File: src/rtl/bru_pkg.sv
// constants, types and shared helpers of the bit rotate unit
package bru_pkg;
  // register map, byte addresses on the register bus
  localparam logic [7:0] REG_INSN = 8'h00;
  localparam logic [7:0] REG_CTRL = 8'h04;
  localparam logic [7:0] REG_GPR_LO = 8'h08;
  localparam logic [7:0] REG_GPR_HI = 8'h0c;
  localparam logic [7:0] REG_INDEX = 8'h10;
  localparam logic [7:0] REG_ADDR = 8'h14;
  localparam logic [7:0] REG_MEM = 8'h40;
  localparam logic [7:0] WIN_MASK = 8'hf0;
  localparam logic [1:0] RESP_OKAY = 2'h0;
  localparam logic [1:0] RESP_SLVERR = 2'h2;
  // control write bits and status read fields
  localparam int unsigned CTRL_GO = 0;
  localparam int unsigned CTRL_CLR = 1;
  localparam int unsigned STS_BUSY = 0;
  localparam int unsigned STS_DONE = 1;
  localparam int unsigned STS_ILL = 2;
  localparam int unsigned STS_LEN = 4;
  // opcode bytes
  localparam logic [7:0] PFX_BIT = 8'hcb;
  localparam logic [7:0] PFX_IX = 8'hdd;
  localparam logic [7:0] PFX_IY = 8'hfd;
  localparam logic [7:0] PFX_EXT = 8'hed;
  localparam logic [7:0] OPC_NIB_L = 8'h6f;
  localparam logic [7:0] OPC_ACC_RLC = 8'h07;
  localparam logic [7:0] OPC_ACC_RL = 8'h17;
  localparam logic [7:0] OPC_ACC_RR = 8'h1f;
  localparam logic [4:0] GRP_RLC = 5'h00;
  localparam logic [4:0] GRP_RL = 5'h02;
  localparam logic [4:0] GRP_RR = 5'h03;
  localparam logic [2:0] SEL_MEM = 3'h6;
  localparam logic [2:0] SEL_ACC = 3'h7;
  localparam logic [2:0] LEN_SHORT = 3'h1;
  localparam logic [2:0] LEN_PFX = 3'h2;
  localparam logic [2:0] LEN_IDX = 3'h4;
  // flag bit positions
  localparam int unsigned FLG_S = 7;
  localparam int unsigned FLG_Z = 6;
  localparam int unsigned FLG_H = 4;
  localparam int unsigned FLG_PV = 2;
  localparam int unsigned FLG_N = 1;
  localparam int unsigned FLG_C = 0;
  localparam logic [7:0] SZP_MASK = 8'hc4;
  localparam logic [7:0] HN_MASK = 8'h12;
  // storage sizes
  localparam int unsigned NUM_GPR = 8;
  localparam int unsigned MEM_DEPTH = 16;
  localparam int unsigned MEM_AW = 4;

  typedef enum logic [2:0] {
    OP_NONE, OP_RLC, OP_RL, OP_RR, OP_ACC_RLC, OP_ACC_RL, OP_ACC_RR, OP_NIB_L
  } bru_op_t;
  typedef enum logic [1:0] {SRC_REG, SRC_PTR, SRC_IDX} bru_src_t;

  function automatic logic [7:0] szp(input logic [7:0] v);
    logic [7:0] f;
    f = 8'h00;
    f[FLG_S] = v[7];
    f[FLG_Z] = (v == 8'h00);
    f[FLG_PV] = ~^v;
    return f;
  endfunction

  function automatic logic [31:0] merge32(input logic [31:0] old, input logic [31:0] nw,
                                          input logic [3:0] strb);
    logic [31:0] r;
    r = old;
    for (int b = 0; b < 4; b++) begin
      if (strb[b]) begin
        r[8*b +: 8] = nw[8*b +: 8];
      end
    end
    return r;
  endfunction

  function automatic logic is_mapped(input logic [7:0] a);
    return (a == REG_INSN) || (a == REG_CTRL) || (a == REG_GPR_LO) || (a == REG_GPR_HI) ||
           (a == REG_INDEX) || (a == REG_ADDR) || ((a & WIN_MASK) == REG_MEM);
  endfunction
endpackage

File: src/rtl/bru_decode.sv
// opcode decoder of the bit rotate unit
`timescale 1ns/10ps
module bru_decode (
  input logic [31:0] insn,
  output bru_pkg::bru_op_t op,
  output bru_pkg::bru_src_t src,
  output logic [2:0] sel,
  output logic use_iy,
  output logic [7:0] disp,
  output logic [2:0] len,
  output logic illegal
);
  logic [7:0] b0;
  logic [7:0] b1;
  logic [7:0] b2;
  logic [7:0] b3;

  function automatic bru_pkg::bru_op_t grp(input logic [4:0] g);
    if (g == bru_pkg::GRP_RLC) return bru_pkg::OP_RLC;
    if (g == bru_pkg::GRP_RL) return bru_pkg::OP_RL;
    if (g == bru_pkg::GRP_RR) return bru_pkg::OP_RR;
    return bru_pkg::OP_NONE;
  endfunction

  assign b0 = insn[7:0];
  assign b1 = insn[15:8];
  assign b2 = insn[23:16];
  assign b3 = insn[31:24];

  always_comb begin
    op = bru_pkg::OP_NONE;
    src = bru_pkg::SRC_REG;
    sel = bru_pkg::SEL_ACC;
    use_iy = 1'b0;
    disp = 8'h00;
    len = bru_pkg::LEN_SHORT;
    if (b0 == bru_pkg::OPC_ACC_RL) begin
      op = bru_pkg::OP_ACC_RL;
    end else if (b0 == bru_pkg::OPC_ACC_RLC) begin
      op = bru_pkg::OP_ACC_RLC;
    end else if (b0 == bru_pkg::OPC_ACC_RR) begin
      op = bru_pkg::OP_ACC_RR;
    end else if (b0 == bru_pkg::PFX_EXT && b1 == bru_pkg::OPC_NIB_L) begin
      op = bru_pkg::OP_NIB_L;
      src = bru_pkg::SRC_PTR;
      len = bru_pkg::LEN_PFX;
    end else if (b0 == bru_pkg::PFX_BIT) begin
      op = grp(b1[7:3]);
      len = bru_pkg::LEN_PFX;
      // code 110 names the pointer operand, never a register
      if (b1[2:0] == bru_pkg::SEL_MEM) begin
        src = bru_pkg::SRC_PTR;
      end else begin
        sel = b1[2:0];
      end
    end else if ((b0 == bru_pkg::PFX_IX || b0 == bru_pkg::PFX_IY) && b1 == bru_pkg::PFX_BIT &&
                 b3[2:0] == bru_pkg::SEL_MEM) begin
      op = grp(b3[7:3]);
      src = bru_pkg::SRC_IDX;
      use_iy = (b0 == bru_pkg::PFX_IY);
      disp = b2;
      len = bru_pkg::LEN_IDX;
    end
    illegal = (op == bru_pkg::OP_NONE);
  end
endmodule

File: src/rtl/bru_rotate.sv
// rotate datapath and flag generation
`timescale 1ns/10ps
module bru_rotate (
  input bru_pkg::bru_op_t op,
  input logic [7:0] opnd,
  input logic [7:0] acc,
  input logic [7:0] flags_in,
  output logic [7:0] res,
  output logic [7:0] acc_out,
  output logic [7:0] flags_out
);
  logic c_in;
  logic [7:0] keep;

  assign c_in = flags_in[bru_pkg::FLG_C];
  // short accumulator forms keep sign, zero and parity
  assign keep = flags_in & bru_pkg::SZP_MASK;

  always_comb begin
    res = opnd;
    acc_out = acc;
    flags_out = flags_in;
    unique case (op)
      bru_pkg::OP_RLC: begin
        res = {opnd[6:0], opnd[7]};
        flags_out = bru_pkg::szp(res) | {7'h00, opnd[7]};
      end
      bru_pkg::OP_RL: begin
        res = {opnd[6:0], c_in};
        flags_out = bru_pkg::szp(res) | {7'h00, opnd[7]};
      end
      bru_pkg::OP_RR: begin
        res = {c_in, opnd[7:1]};
        flags_out = bru_pkg::szp(res) | {7'h00, opnd[0]};
      end
      bru_pkg::OP_ACC_RLC: begin
        res = {opnd[6:0], opnd[7]};
        flags_out = keep | {7'h00, opnd[7]};
      end
      bru_pkg::OP_ACC_RL: begin
        res = {opnd[6:0], c_in};
        flags_out = keep | {7'h00, opnd[7]};
      end
      bru_pkg::OP_ACC_RR: begin
        res = {c_in, opnd[7:1]};
        flags_out = keep | {7'h00, opnd[0]};
      end
      bru_pkg::OP_NIB_L: begin
        res = {opnd[3:0], acc[3:0]};
        acc_out = {acc[7:4], opnd[7:4]};
        flags_out = bru_pkg::szp(acc_out) | {7'h00, c_in};
      end
      bru_pkg::OP_NONE: begin
        res = opnd;
      end
    endcase
  end
endmodule

File: src/rtl/bru_top.sv
// bit rotate unit: register file, operand memory, engine and register bus slave
`timescale 1ns/10ps
module bru_top (
  input logic aclk,
  input logic aresetn,
  input logic [7:0] awaddr,
  input logic awvalid,
  output logic awready,
  input logic [31:0] wdata,
  input logic [3:0] wstrb,
  input logic wvalid,
  output logic wready,
  output logic [1:0] bresp,
  output logic bvalid,
  input logic bready,
  input logic [7:0] araddr,
  input logic arvalid,
  output logic arready,
  output logic [31:0] rdata,
  output logic [1:0] rresp,
  output logic rvalid,
  input logic rready
);
  typedef enum logic [1:0] {ST_IDLE, ST_FETCH, ST_WRITE} bru_state_t;

  bru_state_t st_q;
  logic awready_q, aw_got_q, wready_q, w_got_q, bvalid_q, arready_q, rvalid_q;
  logic [7:0] awaddr_q;
  logic [31:0] wdata_q, rdata_q, rd_word;
  logic [3:0] wstrb_q;
  logic [1:0] bresp_q, rresp_q;
  logic [31:0] insn_q;
  logic [7:0] gpr_q [bru_pkg::NUM_GPR];
  logic [7:0] mem_q [bru_pkg::MEM_DEPTH];
  logic [15:0] ix_q, iy_q, addr_q, ea, idx_base;
  logic [7:0] opnd_q, acc_cur, flags_cur, alu_res, alu_acc, alu_flags;
  logic done_q, illegal_q;
  logic wr_fire, sw_wr, idle, go_req, clr_req;
  bru_pkg::bru_op_t dec_op;
  bru_pkg::bru_src_t dec_src;
  logic [2:0] dec_sel, dec_len;
  logic dec_iy, dec_illegal;
  logic [7:0] dec_disp;

  bru_decode u_dec (
    .insn(insn_q),
    .op(dec_op),
    .src(dec_src),
    .sel(dec_sel),
    .use_iy(dec_iy),
    .disp(dec_disp),
    .len(dec_len),
    .illegal(dec_illegal)
  );

  bru_rotate u_rot (
    .op(dec_op),
    .opnd(opnd_q),
    .acc(acc_cur),
    .flags_in(flags_cur),
    .res(alu_res),
    .acc_out(alu_acc),
    .flags_out(alu_flags)
  );

  // flags live in the slot of code 110, which no register uses
  assign flags_cur = gpr_q[bru_pkg::SEL_MEM];
  assign acc_cur = gpr_q[bru_pkg::SEL_ACC];
  assign idx_base = dec_iy ? iy_q : ix_q;
  always_comb begin
    ea = {gpr_q[4], gpr_q[5]};
    if (dec_src == bru_pkg::SRC_IDX) begin
      ea = idx_base + {{8{dec_disp[7]}}, dec_disp};
    end
  end

  assign idle = (st_q == ST_IDLE);
  assign wr_fire = aw_got_q && w_got_q && !bvalid_q;
  assign sw_wr = wr_fire && bru_pkg::is_mapped(awaddr_q);
  assign go_req = sw_wr && idle && awaddr_q == bru_pkg::REG_CTRL && wstrb_q[0] &&
                  wdata_q[bru_pkg::CTRL_GO];
  assign clr_req = sw_wr && awaddr_q == bru_pkg::REG_CTRL && wstrb_q[0] &&
                   wdata_q[bru_pkg::CTRL_CLR];

  // write address channel
  always_ff @(posedge aclk) begin
    if (!aresetn) begin
      awready_q <= 1'b0;
      aw_got_q <= 1'b0;
      awaddr_q <= 8'h00;
    end else if (awvalid && awready_q) begin
      awready_q <= 1'b0;
      aw_got_q <= 1'b1;
      awaddr_q <= awaddr;
    end else if (wr_fire) begin
      aw_got_q <= 1'b0;
    end else if (!aw_got_q && !bvalid_q) begin
      awready_q <= 1'b1;
    end
  end

  // write data channel
  always_ff @(posedge aclk) begin
    if (!aresetn) begin
      wready_q <= 1'b0;
      w_got_q <= 1'b0;
      wdata_q <= 32'h0000_0000;
      wstrb_q <= 4'h0;
    end else if (wvalid && wready_q) begin
      wready_q <= 1'b0;
      w_got_q <= 1'b1;
      wdata_q <= wdata;
      wstrb_q <= wstrb;
    end else if (wr_fire) begin
      w_got_q <= 1'b0;
    end else if (!w_got_q && !bvalid_q) begin
      wready_q <= 1'b1;
    end
  end

  // write response; writes while busy other than a control clear are dropped but still answered, okay when mapped and slave error when not
  always_ff @(posedge aclk) begin
    if (!aresetn) begin
      bvalid_q <= 1'b0;
      bresp_q <= bru_pkg::RESP_OKAY;
    end else if (wr_fire) begin
      bvalid_q <= 1'b1;
      bresp_q <= bru_pkg::is_mapped(awaddr_q) ? bru_pkg::RESP_OKAY : bru_pkg::RESP_SLVERR;
    end else if (bvalid_q && bready) begin
      bvalid_q <= 1'b0;
    end
  end

  always_comb begin
    rd_word = 32'h0000_0000;
    if ((araddr & bru_pkg::WIN_MASK) == bru_pkg::REG_MEM) begin
      for (int b = 0; b < 4; b++) begin
        rd_word[8*b +: 8] = mem_q[{araddr[3:2], 2'(b)}];
      end
    end else begin
      unique case (araddr)
        bru_pkg::REG_INSN: rd_word = insn_q;
        bru_pkg::REG_CTRL: begin
          rd_word[bru_pkg::STS_BUSY] = !idle;
          rd_word[bru_pkg::STS_DONE] = done_q;
          rd_word[bru_pkg::STS_ILL] = illegal_q;
          rd_word[bru_pkg::STS_LEN +: 3] = dec_len;
        end
        bru_pkg::REG_GPR_LO: rd_word = {gpr_q[3], gpr_q[2], gpr_q[1], gpr_q[0]};
        bru_pkg::REG_GPR_HI: rd_word = {flags_cur, acc_cur, gpr_q[5], gpr_q[4]};
        bru_pkg::REG_INDEX: rd_word = {iy_q, ix_q};
        bru_pkg::REG_ADDR: rd_word = {16'h0000, addr_q};
        default: rd_word = 32'h0000_0000;
      endcase
    end
  end

  // read channels: one read in flight, data one edge after the address
  always_ff @(posedge aclk) begin
    if (!aresetn) begin
      arready_q <= 1'b0;
      rvalid_q <= 1'b0;
      rdata_q <= 32'h0000_0000;
      rresp_q <= bru_pkg::RESP_OKAY;
    end else if (arvalid && arready_q) begin
      arready_q <= 1'b0;
      rvalid_q <= 1'b1;
      rdata_q <= rd_word;
      rresp_q <= bru_pkg::is_mapped(araddr) ? bru_pkg::RESP_OKAY : bru_pkg::RESP_SLVERR;
    end else if (rvalid_q && rready) begin
      rvalid_q <= 1'b0;
    end else if (!rvalid_q) begin
      arready_q <= 1'b1;
    end
  end

  // instruction bytes, lowest byte first; frozen while busy so decode stays stable
  always_ff @(posedge aclk) begin
    if (!aresetn) begin
      insn_q <= 32'h0000_0000;
    end else if (sw_wr && idle && awaddr_q == bru_pkg::REG_INSN) begin
      insn_q <= bru_pkg::merge32(insn_q, wdata_q, wstrb_q);
    end
  end

  // register file, index registers and operand memory
  always_ff @(posedge aclk) begin
    if (!aresetn) begin
      for (int i = 0; i < bru_pkg::NUM_GPR; i++) begin
        gpr_q[i] <= 8'h00;
      end
      for (int i = 0; i < bru_pkg::MEM_DEPTH; i++) begin
        mem_q[i] <= 8'h00;
      end
      ix_q <= 16'h0000;
      iy_q <= 16'h0000;
    end else if (st_q == ST_WRITE) begin
      gpr_q[bru_pkg::SEL_MEM] <= alu_flags;
      if (dec_op == bru_pkg::OP_NIB_L) begin
        gpr_q[bru_pkg::SEL_ACC] <= alu_acc;
        mem_q[addr_q[bru_pkg::MEM_AW-1:0]] <= alu_res;
      end else if (dec_src == bru_pkg::SRC_REG) begin
        gpr_q[dec_sel] <= alu_res;
      end else begin
        mem_q[addr_q[bru_pkg::MEM_AW-1:0]] <= alu_res;
      end
    end else if (sw_wr && idle) begin
      if ((awaddr_q & bru_pkg::WIN_MASK) == bru_pkg::REG_MEM) begin
        for (int b = 0; b < 4; b++) begin
          if (wstrb_q[b]) begin
            mem_q[{awaddr_q[3:2], 2'(b)}] <= wdata_q[8*b +: 8];
          end
        end
      end else if (awaddr_q == bru_pkg::REG_INDEX) begin
        {iy_q, ix_q} <= bru_pkg::merge32({iy_q, ix_q}, wdata_q, wstrb_q);
      end else if (awaddr_q == bru_pkg::REG_GPR_LO || awaddr_q == bru_pkg::REG_GPR_HI) begin
        for (int b = 0; b < 4; b++) begin
          if (wstrb_q[b] && awaddr_q == bru_pkg::REG_GPR_LO) begin
            gpr_q[b] <= wdata_q[8*b +: 8];
          end else if (wstrb_q[b]) begin
            // high word lanes: H, L, A, flags; A sits in slot 7, flags in slot 6
            gpr_q[(b < 2) ? 4 + b : 9 - b] <= wdata_q[8*b +: 8];
          end
        end
      end
    end
  end

  // engine: fetch operand, then rotate and write back
  always_ff @(posedge aclk) begin
    if (!aresetn) begin
      st_q <= ST_IDLE;
      addr_q <= 16'h0000;
      opnd_q <= 8'h00;
    end else begin
      unique case (st_q)
        ST_IDLE: begin
          if (go_req && !dec_illegal) begin
            st_q <= ST_FETCH;
          end
        end
        ST_FETCH: begin
          addr_q <= ea;
          // memory window is small: only the low address bits select a byte
          opnd_q <= (dec_src == bru_pkg::SRC_REG) ? gpr_q[dec_sel] :
                    mem_q[ea[bru_pkg::MEM_AW-1:0]];
          st_q <= ST_WRITE;
        end
        ST_WRITE: begin
          st_q <= ST_IDLE;
        end
      endcase
    end
  end

  // status: a completing operation beats a clear in the same cycle
  always_ff @(posedge aclk) begin
    if (!aresetn) begin
      done_q <= 1'b0;
      illegal_q <= 1'b0;
    end else begin
      if (st_q == ST_WRITE || (go_req && dec_illegal)) begin
        done_q <= 1'b1;
      end else if (clr_req) begin
        done_q <= 1'b0;
      end
      if (go_req && dec_illegal) begin
        illegal_q <= 1'b1;
      end else if (clr_req || go_req) begin
        illegal_q <= 1'b0;
      end
    end
  end

  assign awready = awready_q;
  assign wready = wready_q;
  assign bvalid = bvalid_q;
  assign bresp = bresp_q;
  assign arready = arready_q;
  assign rvalid = rvalid_q;
  assign rdata = rdata_q;
  assign rresp = rresp_q;

  // checks
  logic wr_rl, wr_gen, wr_acc, wr_nib, c_now;
  logic [7:0] mem_at;
  logic [15:0] idx_exp;
  assign wr_rl = st_q == ST_WRITE && dec_op == bru_pkg::OP_RL;
  assign wr_gen = st_q == ST_WRITE && (dec_op == bru_pkg::OP_RL || dec_op == bru_pkg::OP_RLC ||
                  dec_op == bru_pkg::OP_RR);
  assign wr_acc = st_q == ST_WRITE && (dec_op == bru_pkg::OP_ACC_RL ||
                  dec_op == bru_pkg::OP_ACC_RLC || dec_op == bru_pkg::OP_ACC_RR);
  assign wr_nib = st_q == ST_WRITE && dec_op == bru_pkg::OP_NIB_L;
  assign c_now = flags_cur[bru_pkg::FLG_C];
  assign mem_at = mem_q[addr_q[bru_pkg::MEM_AW-1:0]];
  assign idx_exp = idx_base + {{8{dec_disp[7]}}, dec_disp};
endmodule

File: config.mk
export PLATFORM = sky130hd
export DESIGN_NAME = bru_top
export DESIGN_NICKNAME = d
export VERILOG_FILES = /design/src/rtl/bru_pkg.sv /design/src/rtl/bru_decode.sv /design/src/rtl/bru_rotate.sv /design/src/rtl/bru_top.sv
export SDC_FILE = /design/constraint.sdc
export NUM_CORES = 1
export LEC_CHECK = 0
export BUFFER_PORTS_ARGS = -buffer_cell sky130_fd_sc_hd__clkbuf_2
export CORE_ASPECT_RATIO = 1.25
export CORE_UTILIZATION = 35
export DETAILED_ROUTE_END_ITERATION = 7
export SETUP_SLACK_MARGIN = 0.4
export SLEW_MARGIN = 5
export SYNTH_ARGS = -nofsm -noshare
export SYNTH_HDL_FRONTEND = slang
export SYNTH_HIERARCHICAL = 1
export SYNTH_SLANG_ARGS = --single-unit
File: constraint.sdc
create_clock -name aclk -period 4 [get_ports aclk]
set_input_delay 0.4 -clock aclk [delete_from_list [all_inputs] [get_ports aclk]]
set_output_delay 0.4 -clock aclk [all_outputs]
set_load 0.01 [all_outputs]
==> run summary <==
Synth Flop Type: edfxtp_1
Congestion Overflow GR: 0
Seq/Total Area, Yosys: 0.441
hold path depth: 3
Slew @ Worst Pin: 1.21 ns
H-tree depth: 2
total power: 8880 uW
status: finished clean
worst-skew pair later-pin latency: 0.59 ns
final setup fails: 0
Slew headroom: 0.190
Die Height: 277 um
die area: 0.0613 mm^2
Synth cell types: 85
Syn Area/Cell: 10.0 um^2
layout overhead on the synthesized area: 17.4%
hold endpoint: wdata_q[3]
Pwr Density: 358 mW/mm^2
WP data arrival: 4.31 ns
first-pass GRT wire length: 135000 um
Remaining DRCs: 0
Starting Density: 0.355
startpoint types: flop
Root Buffer: clkbuf_16
initial antenna violation count: 2
Final nets: 2291
unrepaired setup endpoints after global routing: true
Final Routed Wirelength: 96700 um
reg2reg path depth: 15
layout cells sized above 1: 0.218
DRT Pass-1 Iters: 7
IR drop worst, VDD: 0.000275 V
Worst-path clk slew: 0.06 ns
Critical Path RT: 4.51 ns
most common cell after layout, fill and taps aside: nand2_1
Std-Cell Rows: 100
CP endpoint kind: flop
CTS sink cnt: 369
DP HPWL: 69200 um
YS warnings: 6
RR Endpoint: opnd_q[4]
fin crit period: 3.79 ns
die width: 222 um
via count: 19000
Fillers: 5742
Worst Skew: 0.0253 ns
Port Buffers: 97
Max clock buf depth: 3
placer congestion estimate: 0.999
commonest non-fill, non-tap cells in the layout: nand2_1, edfxtp_1, a22o_1, dfxtp_1, buf_4
share of synthesized registers carrying an async set or reset: 0
pre-CTS WS: 0.148 ns
hold_sp: wdata[3]
Syn Inst Count: 2112
Routed WL per cell: 32.2 um
Max Clk Rate: 0.264 GHz
FF-to-FF setup slack: 0.21 ns
EDFF count, synth: 192
Tcrit/Tclk final: 0.948
CTS tree: yes
vias in the first global route: 18400
antenna-violating nets left: 0
Tot GR Track Use: 0.305
R2R Path Start: insn_q[10]
final setup TNS: 0 ns
CTS Buf Count: 41
Leakage: 0.00901 uW
max-slew violations: 0
largest net degree at the start of global routing: 194
number of DRC markers in iteration 0: 1961
core area: 0.0596 mm^2
final hold vios: 0
max cap viols: 0
number of synthesized register bits: 369
Cell Area, Synth: 0.0211 mm^2
Hold WC Path Type: in2reg
via/cell ratio: 6.33
Setup CP Type: reg2reg
PnR worst setup slack: 0.206 ns
crit path max fanout: 7
I/O pins: 100
## through the flow
stage / cell area [um^2] / instances / hold slack (ns) / util
5_1_grt: 24800 / 2999 / 0.0745 / 0.416
6_report: 24800 / 3001 / 0.0657 / 0.416
2_1_floorplan: 21200 / 2113 / 0.437 / -
4_1_cts: 24300 / 2982 / 0.0547 / 0.407
3_3_place_gp: 22800 / 2900 / 0.440 / 0.384
3_5_place_dp: 22800 / 2900 / 0.443 / 0.384
## flip-flops by register name, summed over array words and instances, names as in the netlist, 4 cells and up
name	cells
opnd_q	8
awaddr_q	8
wstrb_q	4
wdata_q	32
gpr_q	64
mem_q	128
ix_q	16
insn_q	32
iy_q	16
addr_q	16
rdata	32
## worst max-delay path: stages (launching register included)
cell and delay (ns):
dfxtp_4 0.36, nand4bb_1 0.22, or3_4 0.43, nor2_4 0.10, and3_4 0.23, mux2_4 0.33
ha_4 0.17, fa_2 0.59, mux2i_4 0.09, buf_12 0.18, buf_4 0.16, clkbuf_16 0.16
a32oi_1 0.18, mux2i_1 0.10, mux2_2 0.30, o21ai_1 0.11
## cell type report
type                       instances  area [um^2]  share of cell area
inverter                          33          124             0.00499
multi-input combinational       1524        11200               0.454
timing repair buffer             233         1820              0.0734
clock inverter                    26          272              0.0109
tap                              765          957              0.0386
sequential                       369         9320               0.376
antenna                            2         5.00            0.000202
clock buffer                      49         1060              0.0426
## cell usage after synthesis, types with 6 or more instances
master	n	share of area
or3_1	9	0.0027
o21ai_0	89	0.021
mux2_2	43	0.023
a32oi_1	35	0.015
nor3_2	7	0.0033
buf_4	24	0.0085
a21oi_1	64	0.015
a31oi_1	27	0.0080
a21boi_0	96	0.034
and3_1	8	0.0024
nand2b_1	16	0.0047
and2_1	19	0.0056
dfxtp_1	177	0.17
a21o_1	6	0.0021
mux2i_1	74	0.035
a221oi_1	30	0.012
buf_2	27	0.0064
nand3_1	30	0.0071
a222oi_1	9	0.0043
clkbuf_1	128	0.023
xor2_1	8	0.0033
a22o_1	176	0.073
nor2b_1	27	0.0080
o211ai_1	11	0.0039
edfxtp_1	192	0.27
ha_1	29	0.017
xnor2_1	16	0.0066
o221ai_1	18	0.0075
inv_1	32	0.0057
nor2_1	103	0.018
nand4_1	7	0.0021
o21ai_1	12	0.0028
nor2_2	7	0.0021
a22oi_1	13	0.0046
mux4_2	51	0.054
a221o_1	14	0.0066
nor3_1	17	0.0040
o211a_1	6	0.0028
nand2_1	367	0.065
## logic make-up (layout without fill, tap and decap cells)
family          Yosys count  count (layout)  synth area share
other cells               1               4          0.000178
simple gates            662             662             0.145
buf+inv                 220             341            0.0460
fa+ha+maj                30              30            0.0181
flops                   369             369             0.441
xor+xnor                 25              25            0.0110
mux                     170             170             0.114
compound gates          635             635             0.226
## power breakdown
| part | internal [uW] | switching, uW |
|---|---|---|
| Clock | 2220 | 1670 |
| Sequential | 4090 | 222 |
| Combinational | 266 | 411 |
| Total | 6570 | 2310 |
## worst max path at each step
stage,from,endpoint
2_1_floorplan,insn_q[13],addr_q[12]
3_3_place_gp,insn_q[24],addr_q[14]
3_5_place_dp,insn_q[6],addr_q[15]
4_1_cts,insn_q[24],opnd_q[6]
5_1_grt,insn_q[10],opnd_q[6]
6_report,insn_q[10],opnd_q[4]
## per-layer routing
layer | vias to the layer above | part of all wire | track usage | routed length (um)
met5 | - | 0.00012 | 0 | 12
met4 | 2 | 0.088 | 0.222 | 8490
met1 | 9329 | 0.36 | 0.352 | 34600
li1 | 8151 | - | - | -
met3 | 335 | 0.088 | 0.0629 | 8550
met2 | 1186 | 0.47 | 0.502 | 45100
## repair_timing
action                     4_1_cts  5_1_grt
setup buffers                    7       11
resized for setup               12       57
pin swaps                        3       26
cloned                           0        6
setup endpoints to repair      116      176
hold buffers                     0        0
(Power assumes the default switching activity.)
